**src/design/pmcs_pkg.sv**
```systemverilog
// constants, types and register map for the power mode clock switch
// Overview of operation
// a switch takes two old-clock cycles then three to four new-clock cycles
// status bits: primary ready, internal stable, secondary running at fixed positions
// primary ready is set only while the primary clock drives the device
// internal stable is set only while the stable fast internal oscillator drives
// secondary running is set only while the secondary oscillator drives the device
// all status bits clear means slow RC or unsettled internal oscillator
// internal configured as primary may show primary ready and internal stable
// moving from internal-as-primary into an internal RC mode clears primary ready
// each sleep enters sleep or idle per the idle enable bit at that moment
// in every run mode core and peripheral clocks stay active; the code gates both during the new-clock cycles of each switch
// after reset start in primary run with primary ready unless two-speed
// select value 01 requests secondary run mode
// entering secondary run stops primary oscillator, sets secondary, clears primary
// select 01 with secondary oscillator disabled does not enter secondary run
// secondary enabled but not running holds device clocks off until it starts
// returning to primary keeps secondary clocking until primary is ready
// switch back done clears secondary running and sets primary ready
// wake-up leaves idle enable and select bits alone, secondary keeps running
// software should start the secondary oscillator before selecting it
// the three status bits are read-only to software
package pmcs_pkg;

  localparam logic [11:0] PMCS_OFF_OSC_CTL = 12'h000;
  localparam logic [11:0] PMCS_OFF_TMR_CTL = 12'h004;
  localparam logic [11:0] PMCS_OFF_TUNE = 12'h008;

  localparam int PMCS_BIT_IDLE_EN = 7;
  localparam int PMCS_BIT_PRI_RDY = 3;
  localparam int PMCS_BIT_INT_STB = 2;
  localparam int PMCS_BIT_SECONDARY_RUN_MODE = 6;
  localparam int PMCS_BIT_SEC_EN = 3;

  localparam logic [1:0] PMCS_SEL_PRI = 2'h0;
  localparam logic [1:0] PMCS_SEL_SEC = 2'h1;
  localparam logic [1:0] PMCS_SEL_RST = 2'h0;
  localparam logic PMCS_IDLE_RST = 1'b0;
  localparam logic PMCS_SEC_EN_RST = 1'b0;
  localparam logic [7:0] PMCS_TUNE_RST = 8'h00;
  localparam logic [7:0] PMCS_TUNE_MASK = 8'hDF;

  localparam logic [2:0] PMCS_OLD_CYC = 3'h2;
  localparam logic [2:0] PMCS_NEW_CYC = 3'h4;

  localparam logic [1:0] PMCS_RESP_OKAY = 2'h0;
  localparam logic [1:0] PMCS_RESP_SLVERR = 2'h2;

  typedef enum logic [1:0] {PMCS_SRC_PRI, PMCS_SRC_SEC, PMCS_SRC_INT} pmcs_src_t;
  typedef enum logic [1:0] {PMCS_PWR_RUN, PMCS_PWR_IDLE, PMCS_PWR_SLEEP} pmcs_pwr_t;
  typedef enum logic [2:0] {PMCS_ST_BOOT, PMCS_ST_RUN, PMCS_ST_WAIT, PMCS_ST_OLD,
                            PMCS_ST_NEW} pmcs_state_t;

  typedef struct packed {
    logic pri_ready;
    logic int_stable;
    logic sec_running;
  } pmcs_flags_t;

  typedef struct packed {
    logic pri_osc_ready;
    logic int_osc_stable;
    logic sec_osc_running;
    logic cfg_int_primary;
    logic two_speed_en;
  } pmcs_pins_t;

endpackage

```
**src/design/pmcs_top.sv**
```systemverilog
// clock source switch sequencer with status flags and sleep/idle control
//
// The register offsets and the AXI4-Lite interface to the registers were left to the implementer.
`timescale 1ns/1ps
module pmcs_top
(
  input wire logic aclk,
  input wire logic aresetn,
  input wire logic [31:0] s_axi_awaddr,
  input wire logic s_axi_awvalid,
  output logic s_axi_awready,
  input wire logic [31:0] s_axi_wdata,
  input wire logic [3:0] s_axi_wstrb,
  input wire logic s_axi_wvalid,
  output logic s_axi_wready,
  output logic [1:0] s_axi_bresp,
  output logic s_axi_bvalid,
  input wire logic s_axi_bready,
  input wire logic [31:0] s_axi_araddr,
  input wire logic s_axi_arvalid,
  output logic s_axi_arready,
  output logic [31:0] s_axi_rdata,
  output logic [1:0] s_axi_rresp,
  output logic s_axi_rvalid,
  input wire logic s_axi_rready,
  input wire logic sleep_req,
  input wire logic wake_req,
  input wire pmcs_pkg::pmcs_pins_t osc_pins,
  output logic core_clk_en,
  output logic periph_clk_en,
  output pmcs_pkg::pmcs_src_t clk_src_sel,
  output logic pri_osc_en,
  output logic sec_osc_en,
  output pmcs_pkg::pmcs_pwr_t pwr_mode,
  output pmcs_pkg::pmcs_flags_t flags
);

  // oscillator status and straps come from other domains
  pmcs_pkg::pmcs_pins_t sync1_q;
  pmcs_pkg::pmcs_pins_t sync2_q;

  // software visible control
  logic idle_en_q;
  logic [1:0] src_sel_q;
  logic sec_en_q;
  logic [7:0] tune_q;

  // switch sequencer
  pmcs_pkg::pmcs_state_t state_q;
  pmcs_pkg::pmcs_src_t cur_q;
  pmcs_pkg::pmcs_src_t tgt_q;
  pmcs_pkg::pmcs_src_t want_src;
  pmcs_pkg::pmcs_pwr_t pwr_q;
  logic [2:0] cnt_q;
  logic want_ready;
  logic tgt_ready;
  pmcs_pkg::pmcs_flags_t flags_q;
  logic core_en_q;
  logic periph_en_q;
  pmcs_pkg::pmcs_src_t sel_q;
  logic pri_en_q;

  // bus slave state
  logic aw_got_q;
  logic w_got_q;
  logic [11:0] awaddr_q;
  logic [31:0] wdata_q;
  logic wstrb0_q;
  logic bvalid_q;
  logic [1:0] bresp_q;
  logic rvalid_q;
  logic [31:0] rdata_q;
  logic [1:0] rresp_q;
  logic do_write;
  logic wr_hit;
  logic [31:0] rd_word;
  logic rd_hit;

  // two flops before any logic looks at the pins
  // no reset here: the straps must have settled two edges before the first edge after release,
  // otherwise the boot step would always see two-speed start-up as off
  always_ff @(posedge aclk)
  begin
    sync1_q <= osc_pins;
    sync2_q <= sync1_q;
  end

  // write channels are taken independently, one write outstanding at a time
  assign s_axi_awready = !aw_got_q && !bvalid_q;
  assign s_axi_wready = !w_got_q && !bvalid_q;
  assign do_write = aw_got_q && w_got_q && !bvalid_q;
  assign wr_hit = (awaddr_q == pmcs_pkg::PMCS_OFF_OSC_CTL) ||
                  (awaddr_q == pmcs_pkg::PMCS_OFF_TMR_CTL) ||
                  (awaddr_q == pmcs_pkg::PMCS_OFF_TUNE);

  always_ff @(posedge aclk)
  begin
    if (!aresetn)
    begin
      aw_got_q <= 1'b0;
      w_got_q <= 1'b0;
      awaddr_q <= 12'h000;
      wdata_q <= 32'h0000_0000;
      wstrb0_q <= 1'b0;
      bvalid_q <= 1'b0;
      bresp_q <= pmcs_pkg::PMCS_RESP_OKAY;
    end
    else
    begin
      if (s_axi_awvalid && s_axi_awready)
      begin
        aw_got_q <= 1'b1;
        awaddr_q <= s_axi_awaddr[11:0];
      end
      if (s_axi_wvalid && s_axi_wready)
      begin
        w_got_q <= 1'b1;
        wdata_q <= s_axi_wdata;
        wstrb0_q <= s_axi_wstrb[0];
      end
      if (do_write)
      begin
        aw_got_q <= 1'b0;
        w_got_q <= 1'b0;
        bvalid_q <= 1'b1;
        bresp_q <= wr_hit ? pmcs_pkg::PMCS_RESP_OKAY : pmcs_pkg::PMCS_RESP_SLVERR;
      end
      else if (bvalid_q && s_axi_bready)
      begin
        bvalid_q <= 1'b0;
      end
    end
  end

  assign s_axi_bvalid = bvalid_q;
  assign s_axi_bresp = bresp_q;

  // control registers; status bits have no write path at all
  always_ff @(posedge aclk)
  begin
    if (!aresetn)
    begin
      idle_en_q <= pmcs_pkg::PMCS_IDLE_RST;
      src_sel_q <= pmcs_pkg::PMCS_SEL_RST;
      sec_en_q <= pmcs_pkg::PMCS_SEC_EN_RST;
      tune_q <= pmcs_pkg::PMCS_TUNE_RST;
    end
    else if (do_write && wstrb0_q)
    begin
      if (awaddr_q == pmcs_pkg::PMCS_OFF_OSC_CTL)
      begin
        idle_en_q <= wdata_q[pmcs_pkg::PMCS_BIT_IDLE_EN];
        src_sel_q <= wdata_q[1:0];
      end
      if (awaddr_q == pmcs_pkg::PMCS_OFF_TMR_CTL)
      begin
        sec_en_q <= wdata_q[pmcs_pkg::PMCS_BIT_SEC_EN];
      end
      if (awaddr_q == pmcs_pkg::PMCS_OFF_TUNE)
      begin
        tune_q <= wdata_q[7:0] & pmcs_pkg::PMCS_TUNE_MASK;
      end
    end
  end

  // read mux; flags are placed at their fixed positions
  always_comb
  begin
    rd_word = 32'h0000_0000;
    rd_hit = 1'b1;
    case (s_axi_araddr[11:0])
      pmcs_pkg::PMCS_OFF_OSC_CTL:
      begin
        rd_word[pmcs_pkg::PMCS_BIT_IDLE_EN] = idle_en_q;
        rd_word[pmcs_pkg::PMCS_BIT_PRI_RDY] = flags_q.pri_ready;
        rd_word[pmcs_pkg::PMCS_BIT_INT_STB] = flags_q.int_stable;
        rd_word[1:0] = src_sel_q;
      end
      pmcs_pkg::PMCS_OFF_TMR_CTL:
      begin
        rd_word[pmcs_pkg::PMCS_BIT_SECONDARY_RUN_MODE] = flags_q.sec_running;
        rd_word[pmcs_pkg::PMCS_BIT_SEC_EN] = sec_en_q;
      end
      pmcs_pkg::PMCS_OFF_TUNE:
      begin
        rd_word[7:0] = tune_q;
      end
      default:
      begin
        rd_hit = 1'b0;
      end
    endcase
  end

  assign s_axi_arready = !rvalid_q;

  always_ff @(posedge aclk)
  begin
    if (!aresetn)
    begin
      rvalid_q <= 1'b0;
      rdata_q <= 32'h0000_0000;
      rresp_q <= pmcs_pkg::PMCS_RESP_OKAY;
    end
    else if (s_axi_arvalid && s_axi_arready)
    begin
      rvalid_q <= 1'b1;
      rdata_q <= rd_word;
      rresp_q <= rd_hit ? pmcs_pkg::PMCS_RESP_OKAY : pmcs_pkg::PMCS_RESP_SLVERR;
    end
    else if (rvalid_q && s_axi_rready)
    begin
      rvalid_q <= 1'b0;
    end
  end

  assign s_axi_rvalid = rvalid_q;
  assign s_axi_rdata = rdata_q;
  assign s_axi_rresp = rresp_q;

  // requested source; a disabled secondary leaves the current source in place
  always_comb
  begin
    if (src_sel_q == pmcs_pkg::PMCS_SEL_PRI)
    begin
      want_src = pmcs_pkg::PMCS_SRC_PRI;
    end
    else if (src_sel_q == pmcs_pkg::PMCS_SEL_SEC)
    begin
      want_src = sec_en_q ? pmcs_pkg::PMCS_SRC_SEC : cur_q;
    end
    else
    begin
      want_src = pmcs_pkg::PMCS_SRC_INT;
    end
  end

  // the slow RC is always available, so internal never waits
  always_comb
  begin
    case (want_src)
      pmcs_pkg::PMCS_SRC_PRI: want_ready = sync2_q.pri_osc_ready;
      pmcs_pkg::PMCS_SRC_SEC: want_ready = sync2_q.sec_osc_running;
      default: want_ready = 1'b1;
    endcase
    case (tgt_q)
      pmcs_pkg::PMCS_SRC_PRI: tgt_ready = sync2_q.pri_osc_ready;
      pmcs_pkg::PMCS_SRC_SEC: tgt_ready = sync2_q.sec_osc_running;
      default: tgt_ready = 1'b1;
    endcase
  end

  // switch sequencer: wait for stable source, old-clock cycles, new-clock cycles
  always_ff @(posedge aclk)
  begin
    if (!aresetn)
    begin
      state_q <= pmcs_pkg::PMCS_ST_BOOT;
      cur_q <= pmcs_pkg::PMCS_SRC_PRI;
      tgt_q <= pmcs_pkg::PMCS_SRC_PRI;
      cnt_q <= 3'h0;
    end
    else
    begin
      case (state_q)
        pmcs_pkg::PMCS_ST_BOOT:
        begin
          // strap is caught after release; two-speed starts on internal
          cur_q <= sync2_q.two_speed_en ? pmcs_pkg::PMCS_SRC_INT : pmcs_pkg::PMCS_SRC_PRI;
          state_q <= pmcs_pkg::PMCS_ST_RUN;
        end
        pmcs_pkg::PMCS_ST_RUN:
        begin
          // no switching while the device sleeps or idles
          if (pwr_q == pmcs_pkg::PMCS_PWR_RUN && want_src != cur_q)
          begin
            tgt_q <= want_src;
            cnt_q <= 3'h0;
            state_q <= want_ready ? pmcs_pkg::PMCS_ST_OLD : pmcs_pkg::PMCS_ST_WAIT;
          end
        end
        pmcs_pkg::PMCS_ST_WAIT:
        begin
          if (want_src == cur_q)
          begin
            state_q <= pmcs_pkg::PMCS_ST_RUN; // request withdrawn
          end
          else if (tgt_ready)
          begin
            cnt_q <= 3'h0;
            state_q <= pmcs_pkg::PMCS_ST_OLD;
          end
        end
        pmcs_pkg::PMCS_ST_OLD:
        begin
          if (cnt_q == pmcs_pkg::PMCS_OLD_CYC - 3'h1)
          begin
            cnt_q <= 3'h0;
            state_q <= pmcs_pkg::PMCS_ST_NEW;
          end
          else
          begin
            cnt_q <= cnt_q + 3'h1;
          end
        end
        pmcs_pkg::PMCS_ST_NEW:
        begin
          if (cnt_q == pmcs_pkg::PMCS_NEW_CYC - 3'h1)
          begin
            cnt_q <= 3'h0;
            cur_q <= tgt_q;
            state_q <= pmcs_pkg::PMCS_ST_RUN;
          end
          else
          begin
            cnt_q <= cnt_q + 3'h1;
          end
        end
        default:
        begin
          state_q <= pmcs_pkg::PMCS_ST_BOOT;
        end
      endcase
    end
  end

  // power mode; a wake-up never touches the idle enable or select bits
  always_ff @(posedge aclk)
  begin
    if (!aresetn)
    begin
      pwr_q <= pmcs_pkg::PMCS_PWR_RUN;
    end
    else if (pwr_q == pmcs_pkg::PMCS_PWR_RUN)
    begin
      if (sleep_req && state_q == pmcs_pkg::PMCS_ST_RUN)
      begin
        pwr_q <= idle_en_q ? pmcs_pkg::PMCS_PWR_IDLE : pmcs_pkg::PMCS_PWR_SLEEP;
      end
    end
    else if (wake_req)
    begin
      pwr_q <= pmcs_pkg::PMCS_PWR_RUN;
    end
  end

  // status flags follow the source in use, not the request
  always_ff @(posedge aclk)
  begin
    if (!aresetn)
    begin
      flags_q <= '0;
    end
    else if (state_q == pmcs_pkg::PMCS_ST_BOOT)
    begin
      flags_q.pri_ready <= !sync2_q.two_speed_en;
      flags_q.int_stable <= sync2_q.two_speed_en && sync2_q.int_osc_stable;
      flags_q.sec_running <= 1'b0;
    end
    else
    begin
      // internal modes leave primary ready clear even at the same rate
      flags_q.pri_ready <= cur_q == pmcs_pkg::PMCS_SRC_PRI;
      // slow RC selected in tuning means no stable fast output drives us
      flags_q.int_stable <= sync2_q.int_osc_stable && !tune_q[7] &&
                            (cur_q == pmcs_pkg::PMCS_SRC_INT ||
                             (cur_q == pmcs_pkg::PMCS_SRC_PRI &&
                              sync2_q.cfg_int_primary));
      flags_q.sec_running <= cur_q == pmcs_pkg::PMCS_SRC_SEC;
    end
  end

  // clock gating and oscillator enables, registered to keep outputs glitch free
  always_ff @(posedge aclk)
  begin
    if (!aresetn)
    begin
      core_en_q <= 1'b0;
      periph_en_q <= 1'b0;
      sel_q <= pmcs_pkg::PMCS_SRC_PRI;
      pri_en_q <= 1'b1;
    end
    else
    begin
      // run modes keep both on except in the boot step and while waiting for the secondary; the new-clock phase gates them for a clean edge
      core_en_q <= pwr_q == pmcs_pkg::PMCS_PWR_RUN &&
                   state_q != pmcs_pkg::PMCS_ST_NEW &&
                   state_q != pmcs_pkg::PMCS_ST_BOOT &&
                   !(state_q == pmcs_pkg::PMCS_ST_WAIT &&
                     tgt_q == pmcs_pkg::PMCS_SRC_SEC);
      periph_en_q <= pwr_q != pmcs_pkg::PMCS_PWR_SLEEP &&
                     state_q != pmcs_pkg::PMCS_ST_NEW &&
                     state_q != pmcs_pkg::PMCS_ST_BOOT &&
                     !(state_q == pmcs_pkg::PMCS_ST_WAIT &&
                       tgt_q == pmcs_pkg::PMCS_SRC_SEC);
      sel_q <= (state_q == pmcs_pkg::PMCS_ST_NEW) ? tgt_q : cur_q;
      // primary stops in secondary run, internal run and sleep, restarts on a return request
      pri_en_q <= pwr_q != pmcs_pkg::PMCS_PWR_SLEEP &&
                  (cur_q == pmcs_pkg::PMCS_SRC_PRI ||
                   want_src == pmcs_pkg::PMCS_SRC_PRI ||
                   (state_q != pmcs_pkg::PMCS_ST_RUN &&
                    tgt_q == pmcs_pkg::PMCS_SRC_PRI));
    end
  end

  assign core_clk_en = core_en_q;
  assign periph_clk_en = periph_en_q;
  assign clk_src_sel = sel_q;
  assign pri_osc_en = pri_en_q;
  assign sec_osc_en = sec_en_q; // keeps running across wake-up
  assign pwr_mode = pwr_q;
  assign flags = flags_q;

endmodule

```
**config.mk**
```make
export PLATFORM = sky130hd
export DESIGN_NAME = pmcs_top
export DESIGN_NICKNAME = d
export VERILOG_FILES = /design/src/design/pmcs_pkg.sv /design/src/design/pmcs_top.sv
export SDC_FILE = /design/constraint.sdc
export NUM_CORES = 1
export LEC_CHECK = 0
export BUFFER_PORTS_ARGS = -buffer_cell sky130_fd_sc_hd__buf_4
export CAP_MARGIN = 10
export CORE_MARGIN = 5
export CORE_UTILIZATION = 41
export DETAILED_ROUTE_END_ITERATION = 8
export GPL_ROUTABILITY_DRIVEN = 0
export PLACE_DENSITY_LB_ADDON = 0.1
export SLEW_MARGIN = 20
export SYNTH_ARGS = -nofsm -noshare
export SYNTH_HDL_FRONTEND = slang
export SYNTH_SLANG_ARGS = --single-unit
```
**constraint.sdc**
```tcl
create_clock -name aclk -period 1.4 [get_ports aclk]
set_input_delay 0.14 -clock aclk [delete_from_list [all_inputs] [get_ports aclk]]
set_output_delay 0.14 -clock aclk [all_outputs]
set_load 0.005 [all_outputs]
```
* Yosys cells after proc, flatten, opt, wreduce, memory -nomap -nowiden
Cells that the tools add are included.
** Storage, ports and cells
- Flip-flop bits (word level) :: 78
** Cells by class
- Eq/ne operators :: 27
- Reductions and logical operators :: 62
- Bitwise operators :: 1
- Add/sub/neg operators :: 1
- Muxes and demuxes :: 39
** Operators with widths (number)
- $mux W3 :: 11
- $logic_and A1 B1 Y1 :: 25
- $eq A12 B3 Y1 const B :: 2
- $eq A12 B4 Y1 const B :: 2
- $logic_not A12 Y1 :: 2
- $mux W2 :: 12
- $pmux W3 S5 :: 1
- $ne A2 B2 Y1 const B :: 6
- $pmux W3 S4 :: 1
- $reduce_and A2 Y1 :: 6
- $logic_not A2 Y1 :: 5
- $eq A3 B2 Y1 const B :: 3
- $eq A2 B1 Y1 const B :: 4
- $pmux W1 S2 :: 4
- $reduce_and A4 Y1 :: 2
- $reduce_bool A2 Y1 :: 4
- $logic_not A1 Y1 :: 7
- $mux W1 :: 7
- $eq A3 B1 Y1 const B :: 2
- $ne A3 B3 Y1 const B :: 2
- $pmux W3 S2 :: 1
- $logic_or A1 B1 Y1 :: 5
- $pmux W2 S2 :: 1
- $reduce_bool A4 Y1 :: 1
- 13 further kinds :: 14

* Logic depth before layout (Yosys ltp)
Gate-level depths: netlist (run 1).
- Word-level depth :: 8
- Gate-level depth with buffers :: 7
- Gate-level depth less buffers :: 7

* Worst setup path before layout (run 1)
Ideal clock, no wire load.
- Path kind :: reg2reg
- From :: reg cnt_q[0]
- To :: reg state_q[0]
- Data required time :: 1268 ps
- Cell stages (with the launch flop) :: 7
- Data arrival time :: 1384 ps
- Setup slack :: -117 ps
- Cells stage by stage :: dfxtp_1 > ha_1 > ha_1 > nor4b_1 > a31oi_1 > nand3b_1 > a21oi_1
** On the way
- Longest elaborated chain between the ends :: 3
- Elaborated cells between the ends (all ways) :: 5
- Classes of those cells :: eq/ne: 4; reduce/logical: 1
** Ends and longest elaborated chain
- start, declared :: RTL line pmcs_top.sv:54 : logic [2:0] cnt_q;
- start signal, assigned :: RTL line pmcs_top.sv:303 : cnt_q <= cnt_q + 3'h1;
- start signal, assigned :: RTL line pmcs_top.sv:316 : cnt_q <= cnt_q + 3'h1;
- $eq A3 B2 Y1 / $eq A3 B1 Y1 (equally long branches) :: RTL line pmcs_top.sv:308, pmcs_top.sv:296
- $ne A2 B2 Y1 (no source line)
- $reduce_and A4 Y1 (no source line) (*)
- end signal, assigned :: RTL line pmcs_top.sv:299 : state_q <= pmcs_pkg::PMCS_ST_NEW;
- end signal, assigned :: RTL line pmcs_top.sv:312 : state_q <= pmcs_pkg::PMCS_ST_RUN;
- end signal, assigned :: RTL line pmcs_top.sv:321 : state_q <= pmcs_pkg::PMCS_ST_BOOT;
- end, declared :: RTL line pmcs_top.sv:49 : pmcs_pkg::pmcs_state_t state_q;
Every way passes the cells marked *; elsewhere a longest branch is shown, timed or not.
A chain may end at the register's enable or synchronous reset.

* Worst setup path in the final report (run 1)
- From :: reg awaddr_q[6]
- To :: reg tune_q[3]
** On the way
- Longest elaborated chain between the ends :: 2
** Ends and longest elaborated chain
- start, declared :: RTL line pmcs_top.sv:66 : logic [11:0] awaddr_q;
- start signal, assigned :: RTL line pmcs_top.sv:113 : awaddr_q <= s_axi_awaddr[11:0];
- $eq A12 B4 Y1 :: RTL line pmcs_top.sv:159 : if (awaddr_q == pmcs_pkg::PMCS_OFF_TUNE)
- $reduce_and A2 Y1 (no source line)
- end signal, assigned :: RTL line pmcs_top.sv:146 : tune_q <= pmcs_pkg::PMCS_TUNE_RST;
- end signal, assigned :: RTL line pmcs_top.sv:161 : tune_q <= wdata_q[7:0] & pmcs_pkg::PMCS_TUNE_MASK;
- end, declared :: RTL line pmcs_top.sv:46 : logic [7:0] tune_q;
Every way passes these cells.

==> results of run 1 <==
## flip-flops by register name (all words and copies together), names as in the netlist, 2 cells and up
| register | flops |
|---|---|
| sync2_q | 5 |
| awaddr_q | 12 |
| cnt_q | 3 |
| pwr_mode | 2 |
| flags | 3 |
| wdata_q | 7 |
| tgt_q | 2 |
| sync1_q | 5 |
| s_axi_rdata | 7 |
| cur_q | 2 |
| src_sel_q | 2 |
| state_q | 3 |
| clk_src_sel | 2 |
| tune_q | 7 |
## layout make-up
| cell class | instances | area share |
|---|---|---|
| multi-input combinational | 284 | 0.3809 |
| sequential | 74 | 0.3408 |
| timing repair buffer | 110 | 0.1926 |
| tap | 102 | 0.02897 |
| clock buffer | 9 | 0.02812 |
| clock inverter | 5 | 0.01846 |
| inverter | 12 | 0.01022 |
## logic make-up (layout without fill, tap and decap cells)
group           Yosys count  in the layout  share of synthesized area
other cells               1             27                   0.001139
simple gates            157            157                     0.2349
flops                    74             74                     0.4500
compound gates           75             75                     0.1372
xor+xnor                  1              1                   0.002661
mux                      20             20                    0.06081
fa+ha+maj                 4              4                    0.01520
buf+inv                  57            136                    0.09806
## metrics by stage
| step | setup slack, ns | instance area, µm² | TNS, ns | total power, mW |
|---|---|---|---|---|
| 3_5_place_dp | -0.1701 | 4013 | -2.123 | 2.886 |
| 5_1_grt | -0.2620 | 4405 | -3.035 | 4.831 |
| 4_1_cts | -0.1708 | 4332 | -1.697 | 4.643 |
| 6_report | -0.1495 | 4405 | -1.256 | 4.602 |
| 3_3_place_gp | -0.1483 | 4013 | -1.639 | 2.878 |
| 2_1_floorplan | -0.05222 | 3398 | -0.3806 | 2.663 |
## where the power goes
| part | switching, mW | internal, mW | leakage (nW) |
|---|---|---|---|
| sequential | 0.0761 | 2.20 | 0.612 |
| combinational | 0.286 | 0.305 | 1.13 |
| clock | 0.755 | 0.983 | 0.101 |
## worst min-delay path, cell delays in order
cell	delay (ns)
buf_4	0.10
nand2_1	0.05
a21oi_1	0.05
## Yosys cell counts (2+ instances only)
library cell,n
o21a_1,3
nand4_1,3
dfxtp_1,74
nand3_1,6
ha_1,4
a21oi_1,33
or3_1,2
nand2b_1,6
inv_1,11
clkbuf_1,14
nand2_1,59
nor4_4,2
nor2b_1,6
a21boi_0,6
o22ai_1,2
a211oi_1,4
nor4_1,3
o21ai_0,13
buf_4,28
nor2_1,41
and3_1,2
and2_1,9
buf_2,3
nand3b_1,2
mux2i_1,20
a31oi_1,5
nor3_1,8
## how the worst min path moves through the flow
stage / cells after the start / start / slack (ns) / end
after CTS: 3 / s_axi_awaddr[6] / 0.03 / awaddr_q[6]
after global placement: 1 / osc_pins[3] / 0.24 / sync1_q[3]
final: 3 / s_axi_awaddr[6] / 0.04 / awaddr_q[6]
after detailed placement: 1 / osc_pins[3] / 0.25 / sync1_q[3]
after floorplan: 0 / osc_pins[0] / 0.17 / sync1_q[0]
after global routing: 3 / s_axi_awaddr[6] / 0.03 / awaddr_q[6]
## per-layer routing
layer,wire length (µm),track usage,vias up,part of all wire
li1,-,-,1466,-
met1,3512,0.2023,1283,0.45
met2,3788,0.2676,61,0.49
met3,392,0.03787,8,0.051
met4,65,0.04727,0,0.0084
met5,0,0,-,0
## repair_timing
action | in CTS | in global routing
hold buffers | 6 | 0
pin swaps | 7 | 11
buffers inserted | 0 | 3
gates resized for setup | 12 | 23
hold endpoints to repair | 6 | 0
setup endpoints to repair | 17 | 35
cloned | 0 | 0
==> reports/qor.yml, run 1 <==
status:
  status: "finished, violations left"
  violations: "setup timing"
synth:
  avgSynthCellArea_um2: 8.462
  synth_edf_count: 0
  synth_top_area_frac: 0.4500
  yosys_most_used_dff: "dfxtp_1"
  synth_cell_type_count: 47
  yosysTopAreaCell: "dfxtp_1"
  ys_ff_latch: 74
  yosys-top-cells-area: "dfxtp_1, nand2_1, buf_4"
  synth-seq-area-share: 0.4500
  yosys_warnings: 0
  syn-instance-count: 389
  syn-cell-area_mm2: 0.003292
  ys_async_sr_fraction: 0
hold_path:
  hold_path.class: "input port to flop"
detailed_routing:
  drt-initial-drc-count: 86
  firstDrtPassIters: 4
  num_vias: 2818
  drc: 0
  via_per_inst: 4.728
  antenna_left: 0
  wire_per_inst_um: 13.02
  wirelength_um: 7758
timing:
  hold_slack_ns: 0.03603
  finalHoldViolCount: 0
  clock_skew_ns: 0.009359
  max_freq_ghz: 0.6454
  drv_slew: 0
  finalWorstSetupSlack_ns: -0.1495
  timing.final.crit_share: 1.107
  period_minus_slack_ns: 1.550
  rsz0062_at_grt: "yes"
  setup_viol: 11
critical_path:
  r2r-start: "awaddr_q[6]"
  r2r_end: "tune_q[3]"
  worst_r2r_path_depth: 6
  critPathLaunch: "awaddr_q[6]"
  critical_path_class: "flop to flop"
  critPathMaxStageDelay_ns: 0.34
  reg2reg_slack_ns: -0.15
  cp_top_family: "simple AND/OR/NAND/NOR gates"
  critPathBufInv: 1
  path_cells: "nor4_4, nand4_2, nor3b_2, buf_6, mux2i_1, nor2_1"
  cp.required_ns: 1.62
  crit_slowest_cell: "dfxtp_2"
  crit_arrival_ns: 1.77
  worstPathMaxFanout: 7
  endpoint_kind: "flop"
  cp-start-kind: "flop"
  worstSetupEndpoint: "tune_q[3]"
  worst-path-stages: 6
place:
  place_hpwl_um: 5865
  io_buffer_count: 70
  dp_cells: 574
pwr:
  peakVddDrop_uv: 665.1
  p_per_area_mw_per_mm2: 1045
  p_leak_nw: 1.842
finish:
  fin_cells: 596
  multi_input_area_mm2: 0.001678
  nFillCells: 710
  utilization: 0.5672
  drive_gt1_frac: 0.3097
  regArea_mm2: 0.001501
  diodes: 0
  layout.nets: 609
  final_cell_mix: "buf_4, dfxtp_1, nand2_1"
  area_growth_pct: 33.83
  layout_commonest_cell: "buf_4"
clocking:
  max-clock-path-buffers: 2
  cts_buffers: 9
  cts_root_buf: "clkbuf_8"
  clkSinkCount: 74
  clk_latency_ns: 0.34
  clk_pin_slew_ns: 0.07
  cts-htree-levels: 3
  cts_tree: "done"
floorplanning:
  die_w_um: 99.61
  fp.dieH_um: 99.61
  core_area_mm2: 0.007767
  die-area_mm2: 0.009921
  pin_count: 166
  start_util: 0.4238
  num_rows: 32
global_routing:
  grt_max_degree: 23
  antenna_found_initial: 0
  grt_overflow: 0
  grt_pass1_wl_um: 12830
  grt_pass1_vias: 2713
  grt_use_total: 0.1591
run:
  drv_cap: 0
Power figures use the tool's default switching activity.
==> inputs of run 2 (changes only) <==
ABC_AREA = 1   (was default)
GPL_ROUTABILITY_DRIVEN = 1   (was 0)
==> run 2 against run 1 <==
The flow still finishes with violations (setup timing). Total power is 20% higher. Via count is 3.4% higher. Final area is 3.6% lower. Hold slack worse by 0.00086 ns. Die area is 1.7% lower. Synthesized cell count is 13% higher. Combinational power is 140% higher. Cell count is 7.6% higher. Highest routed layer unchanged. Sequential share of layout area is 1.1 points higher. Non-clock buffer count is 16 lower. Fmax is 10% higher. Synthesized area is 1.9% lower.
==> reports/qor.yml, run 2 <==
status:
  status: "finished, violations left"
  violations: "setup timing"
clocking:
  clk_latency_ns: 0.34  # about the same
  cts-htree-levels: 3  # unchanged
  clk_pin_slew_ns: 0.07  # about the same
  clkSinkCount: 74  # unchanged
  cts_tree: "done"
  max-clock-path-buffers: 2  # unchanged
  cts_root_buf: "clkbuf_8"
  cts_buffers: 9  # unchanged
place:
  pre_cts_slack_ns: -0.06511  # +0.1050 ns
  io_buffer_count: 70  # unchanged
  dp_cells: 617  # +7.5%
  place_hpwl_um: 5430  # -7.4%
  gp_congestion: 0.8205
detailed_routing:
  firstDrtPassIters: 4  # unchanged
  drc: 0  # unchanged
  num_vias: 2915  # +3.4%
  wirelength_um: 7138  # -8.0%
  antenna_left: 0  # unchanged
  via_per_inst: 4.548  # -3.8%
  drt-initial-drc-count: 161  # +87%
  wire_per_inst_um: 11.14  # -14%
synth:
  yosysTopAreaCell: "dfxtp_1"
  avgSynthCellArea_um2: 7.320  # -14%
  synth_edf_count: 0  # unchanged
  synth_top_area_frac: 0.4589  # +0.008896
  yosys_warnings: 0  # unchanged
  ys_ff_latch: 74  # unchanged
  yosys_most_used_dff: "dfxtp_1"
  synth_top_cells_by_count: "nor2_1, dfxtp_1, nand2_1"
  yosys-top-cells-area: "dfxtp_1, nor2_1, nand2_1"
  ys_async_sr_fraction: 0  # unchanged
  yosysMostFrequentCell: "nor2_1"
  syn-cell-area_mm2: 0.003228  # -1.9%
  synth-seq-area-share: 0.4589  # +0.008896
  synth_cell_type_count: 32  # -32%
  syn-instance-count: 441  # +13%
critical_path:
  crit_arrival_ns: 1.64  # -0.13 ns
  reg2reg_slack_ns: -0.003  # +0.15 ns
  cp-start-kind: "flop"
  endpoint_kind: "flop"
  worstPathMaxFanout: 3  # -4
  critical_path_class: "flop to flop"
  cp.required_ns: 1.64  # +0.02 ns
floorplanning:
  core_area_mm2: 0.007687  # -1.0%
  start_util: 0.4199  # -0.003886
  die_w_um: 98.73  # -0.88%
  num_rows: 32  # unchanged
  die-area_mm2: 0.009748  # -1.7%
  pin_count: 166  # unchanged
  fp.dieH_um: 98.73  # -0.88%
global_routing:
  antenna_found_initial: 0  # unchanged
  grt_pass1_wl_um: 11450  # -11%
  grt_use_total: 0.1427  # -0.01639
  grt_overflow: 0  # unchanged
  grt_pass1_vias: 2611  # -3.8%
  grt_max_degree: 38  # +65%
pwr:
  p_total_mw: 5.521  # +20%
  peakVddDrop_uv: 832.8  # +25%
  p_per_area_mw_per_mm2: 1300  # +24%
  p_leak_nw: 1.928  # +4.7%
finish:
  final_cell_mix: "buf_4, nor2_1, dfxtp_1"
  layout.nets: 652  # +7.1%
  fin_cells: 641  # +7.6%
  nFillCells: 779  # +9.7%
  layout_commonest_cell: "buf_4"
  diodes: 0  # unchanged
  drive_gt1_frac: 0.2727  # -0.03699
  area_growth_pct: 31.59
  top_register: "awaddr_q"
  largest_reg_flops: 12  # unchanged
timing:
  hold_slack_ns: 0.03517  # -0.0008596 ns
  max_freq_ghz: 0.7125  # +10%
  tns_ns: -0.003500  # +1.253 ns
  rsz0062_at_grt: "yes"
  period_minus_slack_ns: 1.403  # -0.1460 ns
  timing.final.crit_share: 1.002  # -0.1043
  drv_slew: 0  # unchanged
  finalHoldViolCount: 0  # unchanged
  setup_viol: 1  # -10
  finalWorstSetupSlack_ns: -0.003500  # +0.1460 ns
  clock_skew_ns: 0.005502  # -0.003857 ns
hold_path:
  hold_path.class: "input port to flop"
run:
  drv_cap: 0  # unchanged
run 2: layer usage:
metal / global-route usage / up-vias / share of wire
li1: - / 1538 / -
met1: 0.1851 / 1280 / 0.47
met5: 0 / - / 0
met2: 0.2220 / 84 / 0.45
met3: 0.03751 / 13 / 0.066
met4: 0.06618 / 0 / 0.018
run 2: repair_timing:
action | in CTS | in global routing
pin swaps | 2 | 4
setup buffers | 1 | 2
setup endpoints to repair | 7 | 38
hold buffers | 5 | 0
endpoints found under the hold margin | 5 | 0
gates resized for setup | 8 | 31
gates cloned | 0 | 0
run 2: path summary, 6_finish.rpt:
path	from	end	depth (start not counted)
setup / recovery	cnt_q[0]	state_q[0]	9
hold / removal	aresetn	pri_osc_en	2
setup reg to reg	cnt_q[0]	state_q[0]	9
hold reg to reg	sync1_q[3]	sync2_q[3]	0
run 2: kinds of logic after synthesis:
| group | Yosys count | share of synthesized area |
|---|---|---|
| compound gates | 92 | 0.1469 |
| buf+inv | 85 | 0.1314 |
| other cells | 1 | 0.001162 |
| flops | 74 | 0.4589 |
| fa+ha+maj | 4 | 0.01550 |
| simple gates | 185 | 0.2461 |
run 2: report_power, final:
group          internal [mW]  switching, mW
Sequential              2.32          0.144
Combinational          0.645          0.756
Clock                  0.911          0.750
run 2: through the flow:
stage	instance area (µm²)	util
detailed placement	3854	0.5013
CTS	4144	0.5391
finish	4248	0.5526
floorplan	3328	-
global placement	3854	0.5013
global route	4248	0.5526
run 2: critical path, cell delays in order, from the launching register on:
cell	delay, ns
dfxtp_2	0.34
ha_4	0.17
ha_4	0.16
or2_4	0.25
nand2_2	0.06
inv_2	0.04
nand2_2	0.10
nor2_2	0.06
nor2_1	0.09
nor2_1	0.05
run 2: final cells by class:
cell class / count / area [µm²] / area share
tap: 102 / 127.6 / 0.03004
inverter: 47 / 180.2 / 0.04242
clock buffer: 11 / 151.4 / 0.03564
sequential: 74 / 1493 / 0.3514
multi-input combinational: 308 / 1509 / 0.3552
clock inverter: 5 / 52.55 / 0.01237
timing repair buffer: 94 / 734.5 / 0.1729
==> inputs of run 3 (changes only) <==
CORE_UTILIZATION = 45   (was 41)
RECOVER_POWER = 100   (was default)
SKIP_CTS_REPAIR_TIMING = 1   (was default)
clock period = 1.5 ns   (was 1.4 ns; I/O delays follow)
==> run 3 against run 2 <==
The flow now finishes without violations. Sequential power decreased by 7%. Cell count decreased by 2.2%. Sequential cell count did not move. Clock skew grew 0.0021 ns. Largest cell class is now registers.
==> reports/qor.yml, run 3 (same netlist as run 2, synthesis figures left out) <==
global_routing:
  grt_max_degree: 30  # -21%
  grt_use_total: 0.1558  # +0.01315
  grt_overflow: 0  # unchanged
  grt_pass1_wl_um: 11010  # -3.8%
  antenna_found_initial: 0  # unchanged
  grt_pass1_vias: 2582  # -1.1%
detailed_routing:
  wire_per_inst_um: 11.17  # +0.30%
  num_vias: 2883  # -1.1%
  firstDrtPassIters: 4  # unchanged
  via_per_inst: 4.598  # +1.1%
  drc: 0  # unchanged
  drt-initial-drc-count: 91  # -43%
  wirelength_um: 7003  # -1.9%
  antenna_left: 0  # unchanged
timing:
  clock_skew_ns: 0.007621  # +0.002119 ns
  rsz0062_at_grt: "yes"
  max_freq_ghz: 0.6818  # -4.3%
  finalHoldViolCount: 0  # unchanged
  period_minus_slack_ns: 1.467  # +0.06310 ns
  finalWorstSetupSlack_ns: 0.03340  # +0.03690 ns
  setup_viol: 0  # -1
  drv_slew: 0  # unchanged
  timing.final.crit_share: 0.9777  # -0.02476
critical_path:
  cp-start-kind: "flop"
  crit_arrival_ns: 1.73  # +0.09 ns
  path_cells: "ha_2, ha_4, or2_4, nand2_2, inv_2, or2_0, a21oi_1"
  critPathBufInv: 1  # unchanged
  cp_top_family: "simple AND/OR/NAND/NOR gates"
  worstPathMaxFanout: 3  # unchanged
  cp.required_ns: 1.76  # +0.12 ns
  critPathMaxStageDelay_ns: 0.32  # -0.02 ns
  endpoint_kind: "flop"
  critical_path_class: "flop to flop"
  crit_slowest_cell: "dfxtp_2"
floorplanning:
  die-area_mm2: 0.008967  # -8.0%
  die_w_um: 94.70  # -4.1%
  core_area_mm2: 0.006869  # -11%
  num_rows: 30  # -6.3%
  pin_count: 166  # unchanged
  fp.dieH_um: 94.70  # -4.1%
  start_util: 0.4699  # +0.05002
run:
  drv_cap: 0  # unchanged
finish:
  nFillCells: 694  # -11%
  largest_reg_flops: 12  # unchanged
  drive_gt1_frac: 0.2128  # -0.05992
  final_cell_mix: "nor2_1, dfxtp_1, nand2_1"
  area_growth_pct: 24.81
  layout_commonest_cell: "nor2_1"
  fin_cells: 627  # -2.2%
  diodes: 0  # unchanged
  top_register: "awaddr_q"
  layout.nets: 644  # -1.2%
pwr:
  p_total_mw: 4.710  # -15%
  p_per_area_mw_per_mm2: 1169  # -10%
  p_leak_nw: 1.831  # -5.0%
  peakVddDrop_uv: 725.7  # -13%
clocking:
  cts_tree: "done"
  cts-htree-levels: 3  # unchanged
  cts_buffers: 9  # unchanged
  clk_latency_ns: 0.34  # about the same
  clk_pin_slew_ns: 0.07  # about the same
  max-clock-path-buffers: 2  # unchanged
  cts_root_buf: "clkbuf_8"
  clkSinkCount: 74  # unchanged
place:
  io_buffer_count: 70  # unchanged
  gp_congestion: 0.8578  # +4.5%
  pre_cts_slack_ns: -0.04723  # +0.01789 ns
  place_hpwl_um: 5454  # +0.45%
  dp_cells: 606  # -1.8%
status:
  status: "finished clean"
hold_path:
  hold_path.class: "input port to flop"
## run 3: cell count changes in the layout (fill, tap and decap cells not counted), sizes merged
cell / previous run / this run
inv: 46 / 47
clkbuf: 11 / 45
bufinv: 1 / 0
clkinvlp: 2 / 0
buf: 89 / 49
## run 3: worst paths after layout
path / start / slack, ns / cells after the start / end
setup / recovery: cnt_q[0] / 0.03 / 7 / cnt_q[0]
hold / removal: s_axi_awaddr[10] / 0.05 / 3 / awaddr_q[10]
setup reg to reg: cnt_q[0] / 0.03 / 7 / cnt_q[0]
hold reg to reg: sync1_q[0] / 0.33 / 0 / sync2_q[0]
## run 3: cell type report
| class | instances | area, µm² | share of cell area |
|---|---|---|---|
| Clock buffer | 13 | 148.9 | 0.03696 |
| Timing Repair Buffer | 86 | 636.9 | 0.1581 |
| Multi-Input combinational cell | 308 | 1446 | 0.3590 |
| Inverter | 47 | 176.4 | 0.04379 |
| Clock inverter | 3 | 15.01 | 0.003727 |
| Sequential cell | 74 | 1485 | 0.3686 |
| Tap cell | 96 | 120.1 | 0.02981 |
## run 3: through the flow
step	TNS [ns]	area, µm²	utilization	hold WS, ns
6_report	0	4029	0.5865	0.05192
5_1_grt	-0.05468	4029	0.5865	0.05359
4_1_cts	-0.08972	3970	0.5780	-0.1076
3_5_place_dp	-0.05147	3806	0.5541	0.2556
3_3_place_gp	0	3806	0.5541	0.2546
2_1_floorplan	0	3326	-	0.1777
## run 3: report_power, final
part	total (mW)	internal [mW]	switching, mW
Sequential	2.29	2.15	0.132
Clock	1.31	0.639	0.675
Combinational	1.11	0.469	0.643
Total	4.71	3.26	1.45
## run 3: routing by layer
metal / track usage / up-vias / share of wire
li1: - / 1526 / -
met2: 0.2466 / 93 / 0.44
met5: 0 / - / 0
met1: 0.1947 / 1249 / 0.46
met4: 0.08293 / 0 / 0.024
met3: 0.03904 / 15 / 0.079
## run 3: worst register-to-register path: cells and delay by family, from the launching register on
kind / cells / cell delay [ns]
simple gates: 3 / 0.51
fa+ha+maj: 2 / 0.36
flops: 1 / 0.32
compound gates: 1 / 0.15
buf+inv: 1 / 0.05
